$ cat src/rtl/tocr_pkg.sv
// tocr_pkg: offsets, field positions, reset values and timing for the timer control block
// assumes a 32-bit apb slave with one register per aligned word
package tocr_pkg;
   // register byte offsets
   localparam logic [11:0] CTRL_OFF   = 12'h000; // timer_one_control
   localparam logic [11:0] COUNT_OFF  = 12'h004; // counter_high_byte:counter_low_byte
   localparam logic [11:0] STATUS_OFF = 12'h008; // run state, osc state, synced pins
   localparam logic [11:0] CLKMODE_OFF = 12'h00c; // system clock mode flag
   // control field positions
   localparam int GATE_INV_BIT  = 7;
   localparam int GATE_EN_BIT   = 6;
   localparam int PRESC_HI_BIT  = 5;
   localparam int PRESC_LO_BIT  = 4;
   localparam int OSC_EN_BIT    = 3;
   localparam int UNSYNC_BIT    = 2;
   localparam int CLK_SRC_BIT   = 1;
   localparam int TIMER_ON_BIT  = 0;
   // reset values
   localparam logic [7:0]  CTRL_RST    = 8'h00;
   localparam logic [15:0] COUNT_RST   = 16'h0000;
   localparam logic [0:0]  CLKMODE_RST = 1'h0;
   // instruction cycle: four system clocks
   localparam int INSTR_CYCLE_NS  = 20;
   localparam int CLK_PERIOD_NS   = 5;
   localparam int INSTR_CYCLE_CLKS = (INSTR_CYCLE_NS + CLK_PERIOD_NS - 1) / CLK_PERIOD_NS;
endpackage

$ cat src/rtl/tocr_timer.sv
// tocr_timer: timer control register, prescaler and 16-bit counter behind an apb slave
// assumes pclk at 200 MHz, gate and external clock pins asynchronous to pclk
//
// How it works
// - 8-bit read/write control register, all zero at reset, fields bit7 down to bit0.
// - polarity bit 1 counts while gate high, 0 counts while gate low.
// - gate enable ignored when off; when on, 1 gates counting, 0 runs freely.
// - prescale codes 00,01,10,11 divide input clock by 1,2,4,8.
// - oscillator enable works only in internal oscillator mode, otherwise oscillator off.
// - external source: unsync bit 1 skips the agreement filter, 0 uses it; internal ignores it.
// - internal source counts once per instruction cycle times prescale ratio.
`timescale 1ns/1ps
`default_nettype none
module tocr_timer (
   input  wire logic        pclk,
   input  wire logic        presetn,
   input  wire logic        clk_en,
   input  wire logic        psel,
   input  wire logic        penable,
   input  wire logic        pwrite,
   input  wire logic [11:0] paddr,
   input  wire logic [31:0] pwdata,
   output logic      [31:0] prdata,
   output logic             pready,
   output logic             pslverr,
   input  wire logic        gate_input_pin,
   input  wire logic        external_clock_pin,
   output logic             low_power_osc_on,
   output logic [15:0]      count_value
);
   logic [7:0]  ctrl_r;
   logic        clkmode_r;      // 1: internal_rc_oscillator without clock output
   logic [15:0] count_r;
   logic [2:0]  presc_r;
   logic [1:0]  icyc_r;
   logic [2:0]  gate_sy_r;
   logic [2:0]  ext_sy_r;
   logic        gate_st_r;
   logic        ext_st_r;
   logic        ext_prev_r;
   // control fields by name, decoded once from the register
   logic        gate_inv;
   logic        gate_en;
   logic [1:0]  presc_sel;
   logic        osc_en;
   logic        ext_unsync;
   logic        clk_src;
   logic        timer_on;
   logic        osc_r;
   logic        running;
   logic        tick;
   logic        in_edge;
   logic        presc_done;
   logic        wr_acc;
   logic        rd_acc;

   // apb access phase, zero wait states
   assign wr_acc = psel && penable && pwrite && clk_en;
   assign rd_acc = psel && penable && !pwrite && clk_en;

   // named control fields for the run, edge and oscillator logic
   assign gate_inv   = ctrl_r[tocr_pkg::GATE_INV_BIT];
   assign gate_en    = ctrl_r[tocr_pkg::GATE_EN_BIT];
   assign presc_sel  = ctrl_r[tocr_pkg::PRESC_HI_BIT:tocr_pkg::PRESC_LO_BIT];
   assign osc_en     = ctrl_r[tocr_pkg::OSC_EN_BIT];
   assign ext_unsync = ctrl_r[tocr_pkg::UNSYNC_BIT];
   assign clk_src    = ctrl_r[tocr_pkg::CLK_SRC_BIT];
   assign timer_on   = ctrl_r[tocr_pkg::TIMER_ON_BIT];

   // the instruction cycle divider is two bits wide
   // a longer cycle would silently wrap and count too fast
   if (tocr_pkg::INSTR_CYCLE_CLKS < 1 || tocr_pkg::INSTR_CYCLE_CLKS > 4) begin : g_icyc_check
      $error("instruction cycle length does not fit the divider");
   end

   // divide ratio minus one for a prescale code
   function automatic logic [2:0] presc_max(input logic [1:0] code);
      unique case (code)
         2'h0: presc_max = 3'h0;
         2'h1: presc_max = 3'h1;
         2'h2: presc_max = 3'h3;
         default: presc_max = 3'h7;
      endcase
   endfunction

   // control and clock mode registers
   // the clock mode flag stands in for the system clock configuration,
   // which lives outside this block
   always_ff @(posedge pclk or negedge presetn) begin
      if (!presetn) begin
         ctrl_r    <= tocr_pkg::CTRL_RST;
         clkmode_r <= tocr_pkg::CLKMODE_RST[0];
      end else if (wr_acc && paddr == tocr_pkg::CTRL_OFF) begin
         ctrl_r <= pwdata[7:0];
      end else if (wr_acc && paddr == tocr_pkg::CLKMODE_OFF) begin
         clkmode_r <= pwdata[0];
      end
   end

   // pin synchronisers: three stages, change when stages two and three agree
   // only the second stage reads the first, so metastability stays contained
   always_ff @(posedge pclk or negedge presetn) begin
      if (!presetn) begin
         gate_sy_r  <= 3'h0;
         ext_sy_r   <= 3'h0;
         gate_st_r  <= 1'b0;
         ext_st_r   <= 1'b0;
      end else if (clk_en) begin
         gate_sy_r <= {gate_sy_r[1:0], gate_input_pin};
         ext_sy_r  <= {ext_sy_r[1:0], external_clock_pin};
         if (gate_sy_r[1] == gate_sy_r[2]) begin
            gate_st_r <= gate_sy_r[2];
         end
         if (ext_sy_r[1] == ext_sy_r[2]) begin
            ext_st_r <= ext_sy_r[2];
         end
      end
   end

   // gate qualification and run decision
   always_comb begin
      logic gate_active;
      // polarity picks which gate level lets the timer count
      gate_active = gate_inv ? gate_st_r : !gate_st_r;
      // gate enable only matters while the timer is on
      running = timer_on && (!gate_en || gate_active);
   end

   // input edge: instruction cycle or external rising edge
   always_comb begin
      if (clk_src) begin
         // unsync mode takes the edge straight from stages two and three, no agreement filter,
         // so it reacts two cycles sooner but passes a glitch that spans a single sample
         if (ext_unsync) begin
            in_edge = ext_sy_r[1] && !ext_sy_r[2];
         end else begin
            in_edge = ext_st_r && !ext_prev_r;
         end
      end else begin
         in_edge = (icyc_r == 2'(tocr_pkg::INSTR_CYCLE_CLKS - 1));
      end
   end

   // instruction cycle divider, free running
   always_ff @(posedge pclk or negedge presetn) begin
      if (!presetn) begin
         icyc_r     <= 2'h0;
         ext_prev_r <= 1'b0;
      end else if (clk_en) begin
         icyc_r     <= (icyc_r == 2'(tocr_pkg::INSTR_CYCLE_CLKS - 1)) ? 2'h0 : icyc_r + 2'h1;
         ext_prev_r <= ext_st_r;
      end
   end

   // greater-or-equal: a ratio lowered mid-count must not wrap through eight
   assign presc_done = (presc_r >= presc_max(presc_sel));
   assign tick = running && in_edge && presc_done;

   // prescaler: cleared by a counter write, frozen while stopped
   // it is not readable, so software only sees its effect on the rate
   always_ff @(posedge pclk or negedge presetn) begin
      if (!presetn) begin
         presc_r <= 3'h0;
      end else if (clk_en) begin
         if (wr_acc && paddr == tocr_pkg::COUNT_OFF) begin
            presc_r <= 3'h0;
         end else if (running && in_edge) begin
            presc_r <= presc_done ? 3'h0 : presc_r + 3'h1;
         end
      end
   end

   // counter: write wins over increment, holds while stopped
   // software should stop the timer before writing to avoid a lost tick
   always_ff @(posedge pclk or negedge presetn) begin
      if (!presetn) begin
         count_r <= tocr_pkg::COUNT_RST;
      end else if (clk_en) begin
         if (wr_acc && paddr == tocr_pkg::COUNT_OFF) begin
            count_r <= pwdata[15:0];
         end else if (tick) begin
            count_r <= count_r + 16'h0001;
         end
      end
   end

   // low-power oscillator enable
   always_ff @(posedge pclk or negedge presetn) begin
      if (!presetn) begin
         osc_r <= 1'b0;
      end else if (clk_en) begin
         osc_r <= clkmode_r && osc_en;
      end
   end

   // apb read data, captured in the setup cycle
   // the word then stands through the access phase and until the next read
   always_ff @(posedge pclk or negedge presetn) begin
      if (!presetn) begin
         prdata <= 32'h0;
      end else if (psel && !penable && !pwrite && clk_en) begin
         unique case (paddr)
            tocr_pkg::CTRL_OFF:    prdata <= {24'h0, ctrl_r};
            tocr_pkg::COUNT_OFF:   prdata <= {16'h0, count_r};
            tocr_pkg::STATUS_OFF:  prdata <= {28'h0, ext_st_r, gate_st_r, osc_r, running};
            tocr_pkg::CLKMODE_OFF: prdata <= {31'h0, clkmode_r};
            default:               prdata <= 32'h0;
         endcase
      end
   end

   // bus answer: ready from the first edge after reset, never an error
   always_ff @(posedge pclk or negedge presetn) begin
      if (!presetn) begin
         pready  <= 1'b0;
         pslverr <= 1'b0;
      end else if (clk_en) begin
         pready  <= 1'b1;
         pslverr <= 1'b0;
      end
   end

   assign low_power_osc_on = osc_r;
   assign count_value = count_r;

   // assertions
   a_ctrl_write: assert property (@(posedge pclk) disable iff (!presetn)
      (wr_acc && paddr == tocr_pkg::CTRL_OFF) |=> ctrl_r == $past(pwdata[7:0]))
      else $error("control write not stored");
   a_off_hold: assert property (@(posedge pclk) disable iff (!presetn)
      (clk_en && !ctrl_r[0] && !(wr_acc && paddr == tocr_pkg::COUNT_OFF)) |=> $stable(count_r))
      else $error("counter moved while off");
   a_gate_pol: assert property (@(posedge pclk) disable iff (!presetn)
      (ctrl_r[0] && ctrl_r[6] && (gate_st_r != ctrl_r[7])) |-> !running)
      else $error("counted with gate inactive");
   a_gate_free: assert property (@(posedge pclk) disable iff (!presetn)
      (ctrl_r[0] && !ctrl_r[6]) |-> running)
      else $error("free run blocked");
   a_presc_div: assert property (@(posedge pclk) disable iff (!presetn)
      tick |-> presc_r >= presc_max(presc_sel))
      else $error("prescale ratio wrong");
   a_osc_mode: assert property (@(posedge pclk) disable iff (!presetn)
      (clk_en && !clkmode_r) |=> !low_power_osc_on)
      else $error("oscillator on outside mode");
   a_int_rate: assert property (@(posedge pclk) disable iff (!presetn)
      (tick && !ctrl_r[1]) |-> icyc_r == 2'h3)
      else $error("internal tick off cycle");
   a_sync_edge: assert property (@(posedge pclk) disable iff (!presetn)
      (ctrl_r[1] && !ctrl_r[2] && in_edge) |-> (ext_st_r && !ext_prev_r))
      else $error("sync edge wrong");
   c_count: cover property (@(posedge pclk) disable iff (!presetn) tick);
   c_gated: cover property (@(posedge pclk) disable iff (!presetn) ctrl_r[0] && ctrl_r[6] && running);
   c_ext: cover property (@(posedge pclk) disable iff (!presetn) tick && ctrl_r[1]);
   c_div8: cover property (@(posedge pclk) disable iff (!presetn) tick && ctrl_r[5:4] == 2'h3);
   c_unsync: cover property (@(posedge pclk) disable iff (!presetn) tick && clk_src && ext_unsync);
   // edge source, counter write and increment, prescaler bookkeeping and clock enable freeze
   a_unsync_edge: assert property (@(posedge pclk) disable iff (!presetn)
      (clk_src && ext_unsync && in_edge) |-> (ext_sy_r[1] && !ext_sy_r[2]))
      else $error("unsync edge wrong");
   a_tick_incr: assert property (@(posedge pclk) disable iff (!presetn)
      (clk_en && tick && !(wr_acc && paddr == tocr_pkg::COUNT_OFF)) |=> count_r == $past(count_r) + 16'h0001)
      else $error("tick did not increment");
   a_presc_clear: assert property (@(posedge pclk) disable iff (!presetn)
      (wr_acc && paddr == tocr_pkg::COUNT_OFF) |=> presc_r == 3'h0)
      else $error("prescaler not cleared");
   a_presc_hold: assert property (@(posedge pclk) disable iff (!presetn)
      (clk_en && !running && !(wr_acc && paddr == tocr_pkg::COUNT_OFF)) |=> $stable(presc_r))
      else $error("prescaler moved while stopped");
   a_count_write: assert property (@(posedge pclk) disable iff (!presetn)
      (wr_acc && paddr == tocr_pkg::COUNT_OFF) |=> count_r == $past(pwdata[15:0]))
      else $error("counter write not stored");
   a_clken_freeze: assert property (@(posedge pclk) disable iff (!presetn)
      !clk_en |=> ($stable(count_r) && $stable(ctrl_r)))
      else $error("state moved while frozen");
   // run decision, oscillator and read path
   a_run_off: assert property (@(posedge pclk) disable iff (!presetn)
      !timer_on |-> !running)
      else $error("running while off");
   a_gate_open: assert property (@(posedge pclk) disable iff (!presetn)
      (timer_on && gate_en && (gate_st_r == gate_inv)) |-> running)
      else $error("gate active but stopped");
   a_osc_on: assert property (@(posedge pclk) disable iff (!presetn)
      (clk_en && clkmode_r && osc_en) |=> low_power_osc_on)
      else $error("oscillator not enabled");
   a_rd_ctrl: assert property (@(posedge pclk) disable iff (!presetn)
      (psel && !penable && !pwrite && clk_en && paddr == tocr_pkg::CTRL_OFF) |=> prdata == {24'h0, $past(ctrl_r)})
      else $error("control read wrong");
   a_rd_hold: assert property (@(posedge pclk) disable iff (!presetn)
      rd_acc |=> $stable(prdata))
      else $error("read data moved");
endmodule
`default_nettype wire

$ cat config.mk
export PLATFORM = sky130hd
export DESIGN_NAME = tocr_timer
export DESIGN_NICKNAME = d
export VERILOG_FILES = /design/src/rtl/tocr_pkg.sv /design/src/rtl/tocr_timer.sv
export SDC_FILE = /design/constraint.sdc
export NUM_CORES = 1
export LEC_CHECK = 0
export BUFFER_PORTS_ARGS = -buffer_cell sky130_fd_sc_hd__buf_2
export CAP_MARGIN = 40
export CORE_MARGIN = 3
export CORE_UTILIZATION = 40
export DETAILED_ROUTE_END_ITERATION = 7
export GPL_TIMING_DRIVEN = 0
export PLACE_DENSITY = 0.64
export SLEW_MARGIN = 20
export SYNTH_ARGS = -nofsm -noshare
export SYNTH_HDL_FRONTEND = slang
export SYNTH_SLANG_ARGS = --single-unit
$ cat constraint.sdc
create_clock -name pclk -period 7.1 [get_ports pclk]
set_clock_uncertainty 0.05 [all_clocks]
set_input_delay 1.42 -clock pclk [delete_from_list [all_inputs] [get_ports pclk]]
set_output_delay 1.42 -clock pclk [all_outputs]
set_load 0.01 [all_outputs]
==> flow_summary.toml <==
[outcome]
status = "finished, final reports clean"

[route]
drcViolationCount = 0
wl_met2_mm = 3.654
drt-initial-drc-count = 171
first_pass_iters = 4
wl_met3_um = 414
wl_met1_mm = 3.764
drt_wl_total_mm = 7.991
ant_nets = 0
top_layer_used = "met4"
post_drt_wl_per_cell_um = 15.40
viasPerCell = 5.197
dr_total_vias = 2697

[yosys]
ys_ff_latch = 57
synth-edff-count = 0
ys_dominant_reg_cell = "dfrtp_1"
avgSynthCellArea_um2 = 9.912
synthesis.area_mm2 = 0.003182
synth_cell_types = 50
ys_seq_area_share_pct = 44.83
syn_inst = 321
synth_warnings = 0
async_flop_share_pct = 100.0

[clock_network]
clock_latency_ns = 0.33
clockBufferDepth = 2
cts_root_buffer = "clkbuf_8"
post-cts-setup-buffer-count = 0
htreeDepth = 3
ctsHoldBuffers = 0
cts_buffers = 9
cts_tree = "built"
cts_resized = 0
clock-sinks = 57
path_clk_slew_ns = 0.06

[floorplanning]
design.core.area_mm2 = 0.007486
rows = 31
start_util_pct = 42.50
die_w_um = 95.19
die_h_um = 95.19
io_pins = 103
die_area_mm2 = 0.009061

[sta]
worst_pin_slew_ns = 0.7285
period_needed_ns = 3.573
hold_violations = 0
max_freq_mhz = 279.9
fin_crit_sh_pct = 50.32
setup_viol = 0
slew_violations = 0
finalSetupTns_ns = 0
relSlewSlack_pct = 50.99
hold_ws_ns = 0.4124
rsz0062_at_grt = "no"

[cells_and_area]
drive_above_1_share_pct = 31.19
final_area_mm2 = 0.003870
nFillCells = 740
final-seq-area_mm2 = 0.001426
diodes = 0
synthToLayoutAreaGrowth_pct = 21.63
finalNetCount = 475
multi_input_area_mm2 = 0.001585

[power_and_ir_drop]
ir_worst_vdd_mv = 0.09141
p_per_area_mw_per_mm2 = 175.5
p_leak_nw = 1.885

[worst_setup_path]
cp-start-kind = "input pin"
worstPathMaxFanout = 10
path_class = "input pin to flip-flop"
required_ns = 7.26
cp-end-kind = "flip-flop"
path_cells = "buf_2, or4_4, or4_4, buf_6, nor4_4, mux2_2"
crit_start = "paddr[7]"
cp_common_cell = "or4_4"
slowest_stage = "nor4_4"
reg2reg_from = "ctrl_r[4]"
cp_data_arrival_time_ns = 3.73
crit_family = "simple AND/OR/NAND/NOR gates"
cpPeakStageDelay_ns = 0.61
path_buf_inv = 2

[global_route]
grt_max_degree = 58
grt_pass1_wl_mm = 12.94
grt_pass1_vias = 2552
antenna_found_initial = 0
gr-total-overflow = 0
grt_usage_pct = 18.76

[placement]
dp_hpwl_mm = 6.072
gp_congestion = 0.8513
port_buffers = 68
placed_area_mm2 = 0.003709

[flow_run]
cap_violations = 0

[worst_hold_path]
hp-class = "flip-flop to flip-flop"
hold_path.startpoint = "pready"
## power breakdown
group	switching, W	internal [W]	leakage [nW]
combinational	0.0000389	0.0000352	1.04
sequential	0.0000134	0.000341	0.755
clock	0.000119	0.000132	0.0887
## cell families after synthesis
group	after synthesis	synth area share [%]
adders and majority gates	7	2.753
xor gates and xnor gates	3	0.8259
muxes	31	10.38
buffers and inverters	41	7.236
DFF	57	44.83
and+or+nand+nor	123	21.82
AOI/OAI and AO/OA	58	12.03
other	1	0.1179
## cell type report
type                    instances  area share (%)
plain buffers                  34           5.270
clock buffers                  11           3.653
clock inverters                 4          0.5173
inverters                       7          0.6790
multi-input cells             239           40.96
flip-flops and latches         57           36.86
well taps                      99           3.201
repair buffers                 68           8.859
## synthesized netlist by cell type (8+ instances only)
| cell type | number | area share [%] |
|---|---|---|
| dfrtp_1 | 57 | 45 |
| nand4_1 | 10 | 2.0 |
| nand2_1 | 29 | 3.4 |
| buf_4 | 17 | 4.0 |
| mux2i_1 | 15 | 4.7 |
| nor2_1 | 19 | 2.2 |
| o31ai_1 | 8 | 1.9 |
| o21ai_0 | 16 | 2.5 |
| mux2_2 | 16 | 5.7 |
| clkbuf_1 | 9 | 1.1 |
| a21oi_1 | 8 | 1.3 |
| nand3_1 | 12 | 1.9 |
| a22o_1 | 9 | 2.5 |
## state kept, by name, summed over array words and instances (netlist names)
register	cells
count_value	16
prdata	16
ctrl_r	8
ext_sy_r	3
gate_sy_r	3
presc_r	3
icyc_r	2
clkmode_r	1
ext_prev_r	1
ext_st_r	1
gate_st_r	1
low_power_osc_on	1
pready	1
## placed cells by master (no fill, tap or decap), types with 4 or more instances in the layout
cell and instances:
buf_2 71, dfrtp_1 57, nand2_1 29, nor2_1 19, buf_4 18, conb_1 17, o21ai_0 16, mux2_2 16
mux2i_1 15, nand3_1 12, clkbuf_1 10, nand4_1 10, clkbuf_8 10, a22o_1 9, a21oi_1 8, o31ai_1 8
inv_1 7, or4_1 7, nor4_1 7, nor2b_1 7, ha_1 7, a31oi_1 6, and3_1 5, or2_2 4
nand2b_1 4, clkinv_2 4
## routing by layer
layer  GRT usage (%)  vias up
li1                -     1329
met1           25.81     1277
met4           7.692        0
met3           2.526       12
met2           29.74       79
met5               0        -
## final timing paths
kind	to	slack [ns]	cells past startpoint
setup / recovery	ctrl_r[3]	3.53	6
hold / removal	pready	0.41	1
min in group asynchronous	prdata[9]	1.10	1
hold reg to reg	pready	0.41	1
max in group asynchronous	count_value[3]	5.43	1
setup reg to reg	count_value[14]	4.38	8
## per-stage QoR
stage | worst slack (ns) | utilization (%) | power (W) | std cells
3_5_place_dp | 3.166 | 49.54 | 0.0004344 | 504
3_3_place_gp | 3.161 | 49.51 | 0.0004310 | 504
2_1_floorplan | 3.560 | - | 0.0004015 | 337
5_1_grt | 3.443 | 51.70 | 0.0007141 | 519
4_1_cts | 3.511 | 51.70 | 0.0006880 | 519
6_report | 3.527 | 51.70 | 0.0006793 | 519
(Power assumes the default switching activity.)
